--- config.mk ---
export PLATFORM = sky130hd
export DESIGN_NAME = scr_serial_rx
export DESIGN_NICKNAME = d
export VERILOG_FILES = /design/src/verilog/scr_pkg.sv /design/src/verilog/scr_serial_rx.sv
export SDC_FILE = /design/constraint.sdc
export NUM_CORES = 1
export LEC_CHECK = 0
export ABC_AREA = 0
export CORE_ASPECT_RATIO = 2
export CORE_MARGIN = 2
export CORE_UTILIZATION = 33
export DETAILED_ROUTE_END_ITERATION = 8
export DONT_BUFFER_PORTS = 1
export GPL_TIMING_DRIVEN = 0
export HOLD_SLACK_MARGIN = 0.05
export PLACE_DENSITY_LB_ADDON = 0.15
export SYNTH_ARGS = -nofsm -noshare
export SYNTH_HDL_FRONTEND = slang
export SYNTH_SLANG_ARGS = --single-unit
--- constraint.sdc ---
create_clock -name pclk -period 4.9 [get_ports pclk]
set_clock_uncertainty 0.05 [all_clocks]
set_input_delay 0.735 -clock pclk [delete_from_list [all_inputs] [get_ports pclk]]
set_output_delay 0.735 -clock pclk [all_outputs]
set_load 0.01 [all_outputs]
--- src/verilog/scr_pkg.sv ---
// Package: register map, field layout and timing for the serial clock and receive path
package scr_pkg;
  // ==================== Register offsets
  localparam logic [7:0] SCR_CTRL_OFF   = 8'h00;
  localparam logic [7:0] SCR_BAUD_OFF   = 8'h04;
  localparam logic [7:0] SCR_TIMER_OFF  = 8'h08;
  localparam logic [7:0] SCR_DATA_OFF   = 8'h0c;
  localparam logic [7:0] SCR_STATUS_OFF = 8'h10;
  // ==================== Reset values
  localparam logic [8:0]  SCR_CTRL_RST  = 9'h100;
  localparam logic [10:0] SCR_BAUD_RST  = 11'h001;
  localparam logic [7:0]  SCR_TIMER_RST = 8'h01;
  // ==================== Receive counter taps
  localparam logic [3:0] SCR_SAMPLE_FIRST = 4'h6;  // 7th count
  localparam logic [3:0] SCR_SAMPLE_LAST  = 4'h8;  // 9th count
  localparam logic [3:0] SCR_COUNT_LAST   = 4'hf;
  // ==================== External clock limits
  localparam int SCR_CLK_NS          = 10;
  localparam int SCR_UART_EXT_MIN_NS = 4 * SCR_CLK_NS;
  localparam int SCR_IO_EXT_MIN_NS   = 16 * SCR_CLK_NS;
  localparam int SCR_UART_EXT_MIN_CY = (SCR_UART_EXT_MIN_NS + SCR_CLK_NS - 1) / SCR_CLK_NS;
  localparam int SCR_IO_EXT_MIN_CY   = SCR_IO_EXT_MIN_NS / SCR_CLK_NS + 1;
  // ==================== Enumerations
  typedef enum logic [1:0] {
    SCR_SRC_BAUD  = 2'b00,
    SCR_SRC_HALF  = 2'b01,
    SCR_SRC_TIMER = 2'b10,
    SCR_SRC_EXT   = 2'b11
  } scr_src_t;
  typedef enum logic [1:0] {
    SCR_LEN_7 = 2'b00,
    SCR_LEN_8 = 2'b01,
    SCR_LEN_9 = 2'b10
  } scr_len_t;
  typedef enum logic [1:0] {
    SCR_RX_IDLE  = 2'b00,
    SCR_RX_START = 2'b01,
    SCR_RX_DATA  = 2'b10,
    SCR_RX_STOP  = 2'b11
  } scr_rx_state_t;
  // ==================== Register layouts
  typedef struct packed {
    logic     rx_enable;
    scr_len_t char_len;
    logic     wakeup_enable;
    scr_src_t serial_clock_source;
    logic     clock_edge_select;
    logic     clock_direction_select;
    logic     clocked_io_mode;
  } scr_ctrl_t;
  typedef struct packed {
    logic [1:0] prescaler_clock_select;
    logic       fractional_divide_enable;
    logic [3:0] fraction_numerator;
    logic [3:0] integer_divisor;
  } scr_baud_t;
  typedef struct packed {
    logic       ninth_received_bit;
    logic [7:0] data;
  } scr_char_t;
endpackage

--- src/verilog/scr_serial_rx.sv ---
// Serial clock selection, bit timing and double-buffered receive path
// Function
// - Async external clock: baud is clock/16
// - Clocked external clock: bit rate equals clock
// - Timer source unavailable in clocked mode
// - Timer baud: prescaler/(compare*2*16)
// - Direction 0: pin output, baud/2
// - Direction 1: pin input, edge selectable
// - Async source field picks four clocks
// - 4-bit receive counter, 16 counts/bit
// - Vote over counts 7, 8, 9
// - Valid start bit; vote start/data/stop
// - Output clock: sample on rising edge
// - Input clock: edge chosen by select
// - Full character moves to holding buffer
// - Overrun drops new, keeps holding
// - Ninth bit: parity or address flag
// - Wake-up: interrupt on address flag
// - Transmit tick every 16 base clocks, async mode only
// - Clocked mode double buffer full-duplex
// - Integer or fractional baud divide
// - Clocked mode: integer divide only
//
// The implementer's own choices: the address map and the APB register port.
module scr_serial_rx
  import scr_pkg::*;
(
  // Clock and reset
  input  wire logic        pclk,
  input  wire logic        presetn,
  // APB slave
  input  wire logic        psel,
  input  wire logic        penable,
  input  wire logic        pwrite,
  input  wire logic [7:0]  paddr,
  input  wire logic [31:0] pwdata,
  output logic      [31:0] prdata,
  output logic             pready,
  output logic             pslverr,
  // Serial pins
  input  wire logic        receive_data_pin,
  input  wire logic        shift_clock_pin_i,
  output logic             shift_clock_pin_o,
  output logic             shift_clock_pin_oe,
  // Events
  output logic             receive_done_irq,
  output logic             transmit_bit_tick
);
  // ==================== Registers
  scr_ctrl_t     ctrl_reg;
  scr_baud_t     baud_reg;
  logic [7:0]    timer_compare_value_reg;
  scr_char_t     receive_holding_buffer_reg;
  logic          full_reg, overrun_reg, framing_reg;
  logic [31:0]   prdata_reg;
  logic [2:0]    rx_sync_reg, sclk_sync_reg;
  logic [5:0]    pre_cnt_reg;
  logic [3:0]    baud_cnt_reg, frac_acc_reg;
  logic          baud_long_reg;
  logic [7:0]    tmr_cnt_reg;
  logic          tmr_ff_reg, half_reg, io_clk_reg;
  logic [3:0]    tx_cnt_reg, rx_cnt_reg, bit_idx_reg;
  scr_rx_state_t rx_state_reg;
  logic [1:0]    votes_reg;
  logic [8:0]    shift_reg;
  logic          irq_reg;

  // ==================== APB decode
  wire setup     = psel & ~penable;
  wire access    = psel & penable;
  wire hit_ctrl  = paddr == SCR_CTRL_OFF;
  wire hit_baud  = paddr == SCR_BAUD_OFF;
  wire hit_timer = paddr == SCR_TIMER_OFF;
  wire hit_data  = paddr == SCR_DATA_OFF;
  wire hit_stat  = paddr == SCR_STATUS_OFF;
  wire mapped    = hit_ctrl | hit_baud | hit_timer | hit_data | hit_stat;
  wire wr        = access & pwrite & mapped;
  wire rd_data   = access & ~pwrite & hit_data;
  wire [31:0] rd_mux =
      hit_ctrl  ? {23'h0, ctrl_reg} :
      hit_baud  ? {21'h0, baud_reg} :
      hit_timer ? {24'h0, timer_compare_value_reg} :
      hit_data  ? {23'h0, receive_holding_buffer_reg} :
      hit_stat  ? {29'h0, framing_reg, overrun_reg, full_reg} : 32'h0;
  assign pready  = 1'b1;
  assign pslverr = access & ~mapped;
  assign prdata  = prdata_reg;

  // ==================== Mode decode
  wire clk_io  = ctrl_reg.clocked_io_mode;
  wire ext_in  = ctrl_reg.clock_direction_select;
  wire edge_sel = ctrl_reg.clock_edge_select;

  // ==================== Prescaler and baud generator
  function automatic logic [3:0] div_n(input logic [3:0] n);
    div_n = (n == 4'h0) ? 4'hf : n - 4'h1;  // Code 0 means 16
  endfunction
  wire pre_tick =
      (baud_reg.prescaler_clock_select == 2'b00) ? 1'b1 :
      (baud_reg.prescaler_clock_select == 2'b01) ? (pre_cnt_reg[1:0] == 2'b11) :
      (baud_reg.prescaler_clock_select == 2'b10) ? (pre_cnt_reg[3:0] == 4'hf) :
                                                   (pre_cnt_reg == 6'h3f);
  wire frac_on = baud_reg.fractional_divide_enable & ~clk_io;
  wire [3:0] baud_top = div_n(baud_reg.integer_divisor);
  wire baud_tick = pre_tick & (baud_cnt_reg == baud_top) & ~baud_long_reg;
  wire [4:0] frac_sum = {1'b0, frac_acc_reg} + {1'b0, 4'h0 - baud_reg.fraction_numerator};
  // Timer trigger flop toggles on each compare match
  wire tmr_match = pre_tick & (tmr_cnt_reg == timer_compare_value_reg - 8'h01);
  wire tmr_tick  = tmr_match & ~tmr_ff_reg;

  // ==================== External clock edges
  wire sclk_rise = sclk_sync_reg[1] & ~sclk_sync_reg[2];
  wire sclk_fall = ~sclk_sync_reg[1] & sclk_sync_reg[2];
  wire rx_in     = rx_sync_reg[1];
  wire io_edge   = ext_in ? (edge_sel ? sclk_fall : sclk_rise)
                          : (baud_tick & ~io_clk_reg);

  // ==================== Base serial clock
  wire base_serial_clock =
      clk_io ? io_edge :
      (ctrl_reg.serial_clock_source == SCR_SRC_BAUD)  ? baud_tick :
      (ctrl_reg.serial_clock_source == SCR_SRC_HALF)  ? half_reg :
      (ctrl_reg.serial_clock_source == SCR_SRC_TIMER) ? tmr_tick :
                                                        sclk_rise;

  // ==================== Receive decode
  wire [3:0] last_bit = (ctrl_reg.char_len == SCR_LEN_7) ? 4'h6 :
                        (ctrl_reg.char_len == SCR_LEN_8) ? 4'h7 : 4'h8;
  wire [1:0] vote_sum = votes_reg + {1'b0, rx_in};
  wire vote  = vote_sum[1];
  wire in_win = rx_cnt_reg >= SCR_SAMPLE_FIRST && rx_cnt_reg <= SCR_SAMPLE_LAST;
  wire decide = base_serial_clock & ~clk_io & (rx_cnt_reg == SCR_SAMPLE_LAST);
  wire uart_done = decide & (rx_state_reg == SCR_RX_STOP);
  wire io_done = base_serial_clock & clk_io & ctrl_reg.rx_enable & (bit_idx_reg == 4'h7);
  wire [8:0] uart_word = (ctrl_reg.char_len == SCR_LEN_7) ? {2'b00, shift_reg[8:2]} :
                         (ctrl_reg.char_len == SCR_LEN_8) ? {1'b0, shift_reg[8:1]} :
                                                            shift_reg;
  wire [8:0] io_word = {1'b0, rx_in, shift_reg[8:2]};
  wire wake_block = ctrl_reg.wakeup_enable & (ctrl_reg.char_len == SCR_LEN_9) & ~shift_reg[8];
  wire char_done = (uart_done & ~wake_block) | io_done;
  wire loads     = char_done & ~full_reg;
  wire overrun   = char_done & full_reg;

  // ==================== Register writes
  always_ff @(posedge pclk or negedge presetn)
  begin
    if (!presetn)
    begin
      ctrl_reg                <= scr_ctrl_t'(SCR_CTRL_RST);
      baud_reg                <= scr_baud_t'(SCR_BAUD_RST);
      timer_compare_value_reg <= SCR_TIMER_RST;
      prdata_reg              <= 32'h0;
    end
    else
    begin
      if (wr && hit_ctrl) ctrl_reg <= scr_ctrl_t'(pwdata[8:0]);
      if (wr && hit_baud) baud_reg <= scr_baud_t'(pwdata[10:0]);
      if (wr && hit_timer) timer_compare_value_reg <= pwdata[7:0];
      if (setup) prdata_reg <= rd_mux;
    end
  end

  // ==================== Holding buffer and flags
  always_ff @(posedge pclk or negedge presetn)
  begin
    if (!presetn)
    begin
      receive_holding_buffer_reg <= '0;
      full_reg    <= 1'b0;
      overrun_reg <= 1'b0;
      framing_reg <= 1'b0;
      irq_reg     <= 1'b0;
    end
    else
    begin
      if (loads) receive_holding_buffer_reg <= clk_io ? io_word : uart_word;
      // Set beats clear in the same cycle
      full_reg    <= loads | (full_reg & ~rd_data);
      overrun_reg <= overrun | (overrun_reg & ~(wr && hit_stat && pwdata[1]));
      framing_reg <= (uart_done & ~vote) | (framing_reg & ~(wr && hit_stat && pwdata[2]));
      irq_reg     <= char_done;
    end
  end
  assign receive_done_irq = irq_reg;

  // ==================== Clock generation
  always_ff @(posedge pclk or negedge presetn)
  begin
    if (!presetn)
    begin
      rx_sync_reg   <= 3'b111;
      sclk_sync_reg <= 3'b000;
      pre_cnt_reg   <= 6'h0;
      baud_cnt_reg  <= 4'h0;
      frac_acc_reg  <= 4'h0;
      baud_long_reg <= 1'b0;
      tmr_cnt_reg   <= 8'h0;
      tmr_ff_reg    <= 1'b0;
      half_reg      <= 1'b0;
      io_clk_reg    <= 1'b0;
      tx_cnt_reg    <= 4'h0;
    end
    else
    begin
      rx_sync_reg   <= {rx_sync_reg[1:0], receive_data_pin};
      sclk_sync_reg <= {sclk_sync_reg[1:0], shift_clock_pin_i};
      pre_cnt_reg   <= pre_cnt_reg + 6'h1;
      half_reg      <= ~half_reg;
      if (pre_tick)
      begin
        // Fractional period: one extra input clock on carry cycles
        if (baud_cnt_reg == baud_top && baud_long_reg) baud_long_reg <= 1'b0;
        else if (baud_cnt_reg == baud_top)
        begin
          baud_cnt_reg <= 4'h0;
          if (frac_on)
          begin
            frac_acc_reg  <= frac_sum[3:0];
            baud_long_reg <= frac_sum[4];
          end
        end
        else baud_cnt_reg <= baud_cnt_reg + 4'h1;
        tmr_cnt_reg <= tmr_match ? 8'h0 : tmr_cnt_reg + 8'h1;
      end
      if (tmr_match) tmr_ff_reg <= ~tmr_ff_reg;
      if (baud_tick) io_clk_reg <= ~io_clk_reg;
      if (base_serial_clock) tx_cnt_reg <= tx_cnt_reg + 4'h1;
    end
  end
  assign shift_clock_pin_oe = clk_io & ~ext_in;
  assign shift_clock_pin_o  = io_clk_reg & shift_clock_pin_oe;
  assign transmit_bit_tick  = base_serial_clock & ~clk_io & (tx_cnt_reg == SCR_COUNT_LAST);

  // ==================== Receive controller
  always_ff @(posedge pclk or negedge presetn)
  begin
    if (!presetn)
    begin
      rx_state_reg <= SCR_RX_IDLE;
      rx_cnt_reg   <= 4'h0;
      bit_idx_reg  <= 4'h0;
      votes_reg    <= 2'b00;
      shift_reg    <= 9'h0;
    end
    else if (!ctrl_reg.rx_enable)
    begin
      rx_state_reg <= SCR_RX_IDLE;
      bit_idx_reg  <= 4'h0;
    end
    else if (clk_io)
    begin
      if (base_serial_clock)
      begin
        shift_reg   <= {rx_in, shift_reg[8:1]};
        bit_idx_reg <= (bit_idx_reg == 4'h7) ? 4'h0 : bit_idx_reg + 4'h1;
      end
    end
    else if (base_serial_clock)
    begin
      rx_cnt_reg <= rx_cnt_reg + 4'h1;
      if (in_win) votes_reg <= (rx_cnt_reg == SCR_SAMPLE_FIRST) ? {1'b0, rx_in} : vote_sum;
      case (rx_state_reg)
        SCR_RX_IDLE:
        begin
          rx_cnt_reg <= 4'h0;
          bit_idx_reg <= 4'h0;
          if (!rx_in)
          begin
            rx_state_reg <= SCR_RX_START;
            rx_cnt_reg   <= 4'h1;
          end
        end
        SCR_RX_START:
          if (rx_cnt_reg == SCR_SAMPLE_LAST && vote) rx_state_reg <= SCR_RX_IDLE;
          else if (rx_cnt_reg == SCR_COUNT_LAST)
          begin
            rx_state_reg <= SCR_RX_DATA;
            bit_idx_reg  <= 4'h0;
          end
        SCR_RX_DATA:
        begin
          if (rx_cnt_reg == SCR_SAMPLE_LAST) shift_reg <= {vote, shift_reg[8:1]};
          if (rx_cnt_reg == SCR_COUNT_LAST)
          begin
            bit_idx_reg <= bit_idx_reg + 4'h1;
            if (bit_idx_reg == last_bit) rx_state_reg <= SCR_RX_STOP;
          end
        end
        SCR_RX_STOP:
          if (rx_cnt_reg == SCR_SAMPLE_LAST)
          begin
            rx_state_reg <= SCR_RX_IDLE;
            bit_idx_reg  <= 4'h0;  // Clocked mode must start from bit zero
          end
        default: rx_state_reg <= SCR_RX_IDLE;
      endcase
    end
  end
endmodule // scr_serial_rx

Yosys cells after proc, flatten, opt, wreduce, memory -nomap -nowiden
Cells that the tools add are included.
W data, S select, Z words.

storage, ports and cells
  output and inout bits = 38
  register bits after elaboration = 129
  input port bits = 47
  bits in latches = 0
  memory bits (writable) = 0
  logic and storage cells = 223
  memory bits (read-only) = 0
  memories = 0

cells by class
  $add $sub $neg = 11
  $lt $le $gt $ge = 2
  mux-type cells = 53
  shifts and indexed selects = 0
  multiply operators = 0
  equal/unequal tests = 35
  reduce and logical (&&, ||, !) cells = 27
  div/mod/pow operators = 0
  bitwise operators = 60

operators by type and width
  operator               count
  $mux W9                10
  $mux W4                14
  $and A1 B1 Y1          33
  $mux W11               2
  $mux W2                10
  $not A1 Y1             19
  $add A4 B1 Y4 const B  4
  $eq A4 B4 Y1 const B   4
  $eq A8 B4 Y1 const B   2
  $ne A4 B4 Y1 const B   4
  $pmux W4 S4            1
  $mux W1                13
  $eq A2 B2 Y1 const B   6
  $reduce_and A4 Y1      3
  $logic_and A1 B1 Y1    9
  $ne A3 B3 Y1 const B   3
  $add A8 B1 Y8 const B  1
  $eq A2 B1 Y1 const B   4
  $eq A4 B3 Y1 const B   2
  $eq A4 B4 Y1           2
  $eq A8 B3 Y1 const B   1
  $eq A8 B5 Y1 const B   1
  $eq A8 B8 Y1           1
  $logic_not A2 Y1       4
  other kinds (24)       35

Longest topological paths before layout
Gate-level depths: netlist of run 1.

  depth after elaboration = 17
  gate-level depth with buffers = 11
  mapped depth without buffers = 10

Worst setup path before layout of run 1
Ideal clock, no wire load.

  kind = reg-to-output
  from = reg timer_compare_value_reg[1]
  to = out transmit_bit_tick
  data required time = 4.115 ns
  arrival time = 2.747 ns
  stages on the path, launching flop included = 10
  path slack = 1.368 ns
  path buffers = 0
  cell sequence = dfrtp_1 inv_1 ha_1 or3b_4 or4_4 a2111oi_4 o211ai_4 o311ai_4 nand2_1 nor2_1

on the way
  longest elaborated chain between the ends = 10

RTL lines
  element                     line                  text
  from (decl)                 scr_serial_rx.sv:52   logic [7:0] timer_compare_value_reg;
  from (signal assigned)      scr_serial_rx.sv:158  if (wr && hit_timer) timer_compare_value_reg <= pwdata[7:0];
  $sub A8 B1 Y8               scr_serial_rx.sv:108  wire tmr_match = pre_tick & (tmr_cnt_reg == timer_compare_value_reg - 8'h01);
  $eq A8 B8 Y1                scr_serial_rx.sv:108
  $and A1 B1 Y1               scr_serial_rx.sv:108
  $and A1 B1 Y1               scr_serial_rx.sv:109  wire tmr_tick = tmr_match & ~tmr_ff_reg;
  $mux W1                     scr_serial_rx.sv:123  (ctrl_reg.serial_clock_source == SCR_SRC_TIMER) ? tmr_tick :
  $mux W1                     scr_serial_rx.sv:122  (ctrl_reg.serial_clock_source == SCR_SRC_HALF) ? half_reg :
  $mux W1                     scr_serial_rx.sv:121  (ctrl_reg.serial_clock_source == SCR_SRC_BAUD) ? baud_tick :
  $mux W1                     scr_serial_rx.sv:120  clk_io ? io_edge :
  $and A1 B1 Y1 (2 in a row)  scr_serial_rx.sv:232  assign transmit_bit_tick = base_serial_clock & ~clk_io & (tx_cnt_reg == SCR_COUNT_LAST);
  to (decl)                   scr_serial_rx.sv:47   output logic transmit_bit_tick

No other way between the ends.

Final worst setup path of run 1
Same ends and word-level chain as after synthesis.

==> results.md, run 1 <==
Die:
- The die covers 19400 um^2.
- In this run the standard cell core region covers 18100 um^2.
- The die outline width is 99.6 um.
- The die extent in y is 195 um.
- Pin placement for this block handled 85 I/O pins.
- The site row count is 70.
- The initial utilization of the core area, before any placement, comes to 0.333.

Min path:
- In this run the worst hold path is classified as input port to asynchronous set/reset pin.

Placed design:
- Prior to clock tree synthesis, the placed netlist has a worst setup slack of 926 ps.
- The post-detailed-placement cell area is 6380 um^2.
- Counting tap cells, the placed design contains a total of 818 instances.
- In this run the tool buffered the top-level ports with 0 buffer cells.
- The detailed-placement wirelength estimate is 11600 um.
- At the end of routability-driven placement, the weighted congestion stood at 0.815.

Routing:
- The number of detailed-route iterations in the first pass is 4.
- The aggregate routed wire length is 15300 um.
- Detailed routing inserted a total of 4363 vias.
- In the routed design, unresolved DRC markers number 0.
- The number of antenna-violating nets in the routed design is 0.
- Using the TritonRoute via totals, the vias-per-cell ratio works out to 5.23.
- After the first detailed-routing iteration, the DRC count stood at 205.
- The average detailed-routed wire length per instance is 18.4 um.

Clock network:
- The number of hold-repair buffers added at the cts stage is 1.
- Counting the buffers created by CTS gives 9.
- Once the clock tree was built, the setup fixing pass inserted 0 buffers.
- The tree is rooted in a sky130_fd_sc_hd__clkbuf_16.
- The deepest level of the CTS H-tree is 3.
- The clock latency on the worst-skew pair is 370 ps.
- Counting along the longest clock path gives a buffer depth of 2.
- The count of cells resized by post-cts repair is 0.
- TritonCTS built the clock tree.
- The number of sinks handled by clock tree synthesis is 108.
- The clock-pin transition on the worst setup and hold timing paths is 80 ps.

Global route:
- Global routing finished with a remaining overflow of 0.
- The initial antenna violation count is 0.
- The pin count of the biggest net entering global routing is 104.
- The first global-routing pass estimated 24600 um of wire.
- The all-layer global routing usage is 0.166.
- met2 is the most crowded layer.
- The met1 track utilization from global routing is 0.164.
- The number of global-route vias before repair came to 4477.
- For met3 alone, demand over resource in global routing was 0.0240.
- The global routing usage on met2 is 0.320.

Run:
- Max-cap violations in this run came to 0.

Logic synthesis:
- The cell area after synthesis is 6030 um^2.
- The post-synthesis cell type with the largest combined area is sky130_fd_sc_hd__dfrtp_1.
- The synthesized netlist cell count is 582.
- The number of enable flip-flop cells after synthesis is 0.
- The average instance in the mapped netlist occupies 10.4 um^2.
- By area the synthesized netlist is led by sky130_fd_sc_hd__dfrtp_1, sky130_fd_sc_hd__mux2_2, sky130_fd_sc_hd__nand2_1.
- For this run, the register share of the synthesized area comes to 0.449.
- The most common cell in the netlist is sky130_fd_sc_hd__dfrtp_1.
- Of the post-synthesis cell area, the dominant cell type holds 0.427.
- The most frequently used flop master after synthesis is sky130_fd_sc_hd__dfrtp_1.
- In the synthesized netlist, the cells that appear most often are sky130_fd_sc_hd__dfrtp_1, sky130_fd_sc_hd__nand2_1, sky130_fd_sc_hd__nor2_1, sky130_fd_sc_hd__mux2_2, sky130_fd_sc_hd__inv_1.
- Counting flops and latches in the post-synthesis netlist gives 108.
- The warning count from the yosys run is 0.
- The number of library cell types mapped by synthesis is 66.
- The share of flip-flops with an asynchronous set or reset is 1.00.

Worst setup path:
- The arrival time reported for the critical path endpoint is 3520 ps.
- The worst setup path is launched from a register.
- The critical-path maximum fanout is 6.
- The critical path in this run is classified as register to primary output.
- The worst setup path is captured at a primary output.
- For the worst setup path, the data required time is 4120 ps.

STA:
- Setup repair after global routing left no endpoint under its margin.
- Measured against its own limit, the worst slew margin works out to 0.307.
- The fmax is 232 MHz.
- The summed negative setup slack over all endpoints is 0 ps.
- The post-route fraction of the period consumed by the critical path is 0.879.
- The worst-margin pin slew is 1030 ps.
- The final number of hold-violating endpoints is 0.
- Setup violations remaining at the end of the flow were counted as 0.
- Across all hold checks on the routed design, the worst slack comes to 155 ps.
- The final worst slack is 591 ps.
- The count of final max-slew check failures is 0.
- The time the final worst path needs with I/O delays and setup is 4310 ps.

Power:
- The leakage component of the power is 0.00306 uW.
- The worst IR drop on VDD is 0.148 mV.
- The cell area power density is 326 nW/um^2.

Finish:
- The final net count is 678.
- The summed area of non-filler cells in the final layout is 6700 um^2.
- Summing all multi-input logic gate instances after layout gives 3040 um^2.
- Relative to the synthesized area, the layout overhead comes to 11.1%.
- The total area of sequential cells is 2710 um^2.
- The fill cell instance count of the final layout is 1789.
- Of the cells placed in the final design, the portion with a size suffix greater than 1 is 0.171.
- The final cell count without fillers is 835.
- The antenna diode count is 0.

Status:
- The run finished with clean final reports.
## through the flow
step	power, uW	utilization
detailed placement	1430	0.352
finish	2180	0.370
global route	2290	0.370
floorplan	1340	-
CTS	2210	0.370
global placement	1410	0.352
## critical path: stages, from the launching register on
cell	delay [ps]
sky130_fd_sc_hd__dfrtp_1	430
sky130_fd_sc_hd__inv_1	70
sky130_fd_sc_hd__ha_1	210
sky130_fd_sc_hd__or3b_4	410
sky130_fd_sc_hd__or4_4	500
sky130_fd_sc_hd__a2111oi_4	440
sky130_fd_sc_hd__o211ai_4	170
sky130_fd_sc_hd__o311ai_4	430
sky130_fd_sc_hd__nand2_1	220
sky130_fd_sc_hd__nor2_1	290
## cell usage in the layout, fill, tap and decap left out, types with 7 or more instances in the layout
cell type and instances:
sky130_fd_sc_hd__o22ai_1 7, sky130_fd_sc_hd__dfrtp_1 103, sky130_fd_sc_hd__nand2_1 55, sky130_fd_sc_hd__o21ai_0 27, sky130_fd_sc_hd__nor2_1 43, sky130_fd_sc_hd__mux2i_1 14
sky130_fd_sc_hd__a21oi_1 22, sky130_fd_sc_hd__inv_1 32, sky130_fd_sc_hd__buf_4 22, sky130_fd_sc_hd__clkbuf_16 9, sky130_fd_sc_hd__xnor2_1 19, sky130_fd_sc_hd__mux2_2 40
sky130_fd_sc_hd__nor3_1 7, sky130_fd_sc_hd__ha_1 16, sky130_fd_sc_hd__xor2_1 13, sky130_fd_sc_hd__nand3_1 16, sky130_fd_sc_hd__conb_1 22, sky130_fd_sc_hd__nor2b_1 7
sky130_fd_sc_hd__clkbuf_1 17, sky130_fd_sc_hd__o31ai_1 8, sky130_fd_sc_hd__nand2b_1 8
## final cells by class
cell class,instances,area share
clock buffers,11,0.0347
repair buffers,1,0.00411
inverters,32,0.0179
multi-input cells,423,0.454
flip-flops and latches,108,0.404
well taps,216,0.0403
clock inverters,5,0.00934
plain buffers,39,0.0353
## kinds of logic (layout without fill, tap and decap cells)
group | count (synthesis) | count (layout) | synth area share
AOI/OAI and AO/OA | 106 | 106 | 0.127
xor gates and xnor gates | 32 | 32 | 0.0465
adders and majority gates | 17 | 17 | 0.0365
buffers and inverters | 71 | 88 | 0.0591
DFF | 108 | 108 | 0.449
muxes | 63 | 63 | 0.127
other | 2 | 22 | 0.00124
and+or+nand+nor | 183 | 183 | 0.154
## power by group
| part | switching [uW] | total [uW] | internal, uW |
|---|---|---|---|
| sequential | 89.1 | 1050 | 966 |
| clock | 352 | 752 | 400 |
| combinational | 198 | 375 | 176 |
| total | 639 | 2180 | 1540 |
## metal layers
| metal | vias to the layer above | routed length [um] |
|---|---|---|
| li1 | 2081 | - |
| met5 | - | 0 |
| met4 | 0 | 627 |
| met3 | 29 | 434 |
| met2 | 89 | 8830 |
| met1 | 2164 | 5450 |
## path summary, 6_finish.rpt
check,startpoint,to,slack [ps],depth (start not counted)
min in group pclk,rx_sync_reg[0]$_DFF_PN1_,rx_sync_reg[1]$_DFF_PN1_,310,0
setup / recovery,timer_compare_value_reg[1]$_DFFE_PN0P_,transmit_bit_tick,590,9
hold reg to reg,rx_sync_reg[0]$_DFF_PN1_,rx_sync_reg[1]$_DFF_PN1_,310,0
max in group asynchronous,presetn,rx_cnt_reg[3]$_DFFE_PN0P_,4110,1
hold / removal,presetn,rx_sync_reg[0]$_DFF_PN1_,150,0
setup reg to reg,timer_compare_value_reg[1]$_DFFE_PN0P_,shift_reg[0]$_DFFE_PN0P_,1010,11
No activity file was read; power rests on OpenSTA's default activity.
==> inputs of run 2 (changes only) <==
--- a/config.mk
+++ b/config.mk
@@ -6,7 +6,6 @@
 export NUM_CORES = 1
 export LEC_CHECK = 0
 export ABC_AREA = 0
-export CORE_ASPECT_RATIO = 2
 export CORE_MARGIN = 2
 export CORE_UTILIZATION = 33
 export DETAILED_ROUTE_END_ITERATION = 8
==> run 2 against run 1 <==
  * Utilization increased by 0.53 points
  * Non-clock buffer count unchanged
  * Hold slack improved by 14 ps
  * Global-route usage decreased by 1.4 points
  * Total power increased by 0.16%
==> results.md, run 2 (synthesized netlist as in run 1, its figures left out) <==
Global route:
- The number of global-route vias before repair was 4241.
- The initial antenna violation count came to 0.
- The first global-routing pass estimated 23200 um of wire.
- For this run, the total global-route usage over all layers was measured as 0.151.
- After global routing the overflow that remains totals 0.
- Entering global routing, the biggest net connects 104 pins.

Finish:
- In the final design database the tool counted 678 nets.
- The library cell used most frequently in the layout, excluding fill and tap cells, is sky130_fd_sc_hd__dfrtp_1.
- At the end of the flow the core is filled with cells to 0.375.
- Summing all non-filler instances in the final layout gives an area of 6740 um^2.
- The top cell types in the final layout, fill and taps aside, are sky130_fd_sc_hd__dfrtp_1, sky130_fd_sc_hd__nand2_1, sky130_fd_sc_hd__nor2_1.
- After filler insertion, the fill cell instance count of the layout stands at 1783.
- The area growth from synthesis to layout is 11.6%.
- The count of cells in the finished layout, fillers not included, comes to 849.
- Of the cells placed in the final design, the portion with a size suffix greater than 1 is 0.174.

Placed design:
- The number of input and output port buffers inserted is 0.
- Summing all placed instances gives a cell area of 6390 um^2.
- The cell count after placement is 831.
- The global placement routability congestion is 0.801.
- Detailed placement finished with a half-perimeter wire length of 10400 um.

Worst setup path:
- The critical path is of the register to primary output type.
- The arrival time reported for the critical path endpoint is 3540 ps.
- The slowest library cell on the worst path is sky130_fd_sc_hd__or4_4.
- Of all nets on the critical path, the largest fanout is 6.
- The largest stage delay on the critical path is 500 ps.
- The kind of cell with the highest combined delay along the critical path is simple AND/OR/NAND/NOR gates.
- Walking the worst path, the cells encountered are inv_1 > ha_1 > or3b_4 > or4_4 > a2111oi_4 > o211ai_4 > o311ai_4 > nand2_1 > nor2_1.
- The type of element launching the critical path is a register.
- The most critical setup path has its startpoint at timer_compare_value_reg[1]$_DFFE_PN0P_.
- The worst setup path is captured at a primary output.
- The data required time of the critical path is 4120 ps.
- The reg-to-reg startpoint is timer_compare_value_reg[1]$_DFFE_PN0P_.
- The combined buffer and inverter count along the critical path is 1.

Power:
- For this design the static power due to leakage is 0.00307 uW.
- The cell area power density is 324 nW/um^2.
- Across the VDD grid, the largest voltage drop is 0.183 mV.

Die:
- 85 I/O pins were placed.
- The die covers 19400 um^2.
- The starting density of the core is 0.336.
- In this run the standard cell core region covers 18000 um^2.
- The site row count is 49.
- The die extent in y is 139 um.
- The die outline width is 139 um.

Clock network:
- The deepest level of the CTS H-tree is 3.
- Buffers inserted during clock tree synthesis total 9.
- The number of buffers on the longest clock path is 2.
- TritonCTS built the clock tree.
- The count of cells resized by post-cts repair is 0.
- Counting every sink on the clock net gives 108.
- Clock tree synthesis selected as its root buffer the cell sky130_fd_sc_hd__clkbuf_16.
- Clock latency on the worst-skew pair, taken at its later pin, is 350 ps.
- After clock tree synthesis, the clock-pin slew on the worst setup and hold paths is 70 ps.

Routing:
- The DRC violation count after routing is 0.
- In the final routed layout, each cell accounts on average for 16.7 um.
- The highest metal layer carrying signal wires in the routed design is met4.
- The aggregate routed wire length is 14200 um.
- The number of detailed-route iterations in the first pass is 4.
- The total met2 wirelength after detailed routing is 6060 um.
- The routed length on met1 is 6950 um.
- The mean number of vias per cell is 5.10.
- The wire length on met3 is 865 um.
- The detailed-route via count is 4330.
- After the first detailed-routing iteration, the DRC count stood at 233.
- In this run the remaining antenna-violating nets after routing total 0.

STA:
- The final number of hold-violating endpoints came to 0.
- The worst-margin pin slew is 1060 ps.
- The count of final max-slew check failures came to 0.
- Measured against its own limit, the worst slew margin works out to 0.289.
- The summed negative setup slack over all endpoints is 0 ps.
- The final-layout worst hold slack is 169 ps.
- The post-route fraction of the period consumed by the critical path is 0.882.
- Setup violations remaining at the end of the flow were counted as 0.
- Setup repair after global routing left no endpoint under its margin.
- The time the final worst path needs with I/O delays and setup is 4320 ps.
- The fmax is 231 MHz.

Min path:
- The classification of the worst-slack hold path is input port to asynchronous set/reset pin.

Run:
- Max-cap violations in this run came to 0.

Status:
- The run finished with clean final reports.
[run 2: final cells by class]
cell class                      instances  area, um^2  share of cell area
Timing Repair Buffer                    1        27.5             0.00409
Buffer                                 39         236              0.0351
Inverter                               32         120              0.0178
Clock inverter                          6        71.3              0.0106
Tap cell                              229         287              0.0425
Antenna cell                            1        2.50            0.000372
Multi-Input combinational cell        423        3040               0.452
Clock buffer                           10         239              0.0355
Sequential cell                       108        2710               0.402
[run 2: per-layer routing]
layer  GRT usage  up-vias
met5           0        -
met4      0.0585        0
met3      0.0365       16
met2       0.223      124
met1       0.215     2111
li1            -     2079
[run 2: worst reg2reg max path: cells and delay by family, from the launching register on]
family                   cells  cell delay [ps]
AND/OR/NAND/NOR              3             1340
AO/OA/AOI/OAI                4             1210
flip-flops                   1              440
multiplexers                 1              300
buffers and inverters        2              250
adder cells (fa/ha/maj)      1              200
[run 2: per-stage QoR]
| stage | power (uW) | setup slack, ps |
|---|---|---|
| detailed placement | 1420 | 943 |
| CTS | 2210 | 551 |
| global placement | 1400 | 986 |
| global route | 2310 | 408 |
| floorplan | 1340 | 1370 |
| finish | 2180 | 576 |
[run 2: what timing repair did]
| action | in CTS | in global routing |
|---|---|---|
| setup buffers | 0 | 0 |
| hold buffers | 1 | 0 |
| hold endpoints to repair | 103 | 0 |
[run 2: path summary, 6_finish.rpt]
path | slack [ps] | cells past startpoint | end
worst min register to register | 300 | 0 | sclk_sync_reg[1]$_DFF_PN0_
min in group pclk | 300 | 0 | sclk_sync_reg[1]$_DFF_PN0_
max in group asynchronous | 4120 | 1 | shift_reg[5]$_DFFE_PN0P_
worst max register to register | 1010 | 11 | shift_reg[7]$_DFFE_PN0P_
worst max-delay path | 580 | 9 | transmit_bit_tick
worst min-delay path | 170 | 0 | ctrl_reg[8]$_DFFE_PN1P_
[run 2: report_power, final]
| group | switching (uW) | internal, uW | leakage (uW) | total (uW) |
|---|---|---|---|---|
| Combinational | 193 | 176 | 0.00150 | 369 |
| Sequential | 88.0 | 966 | 0.00142 | 1050 |
| Clock | 348 | 414 | 0.000145 | 762 |
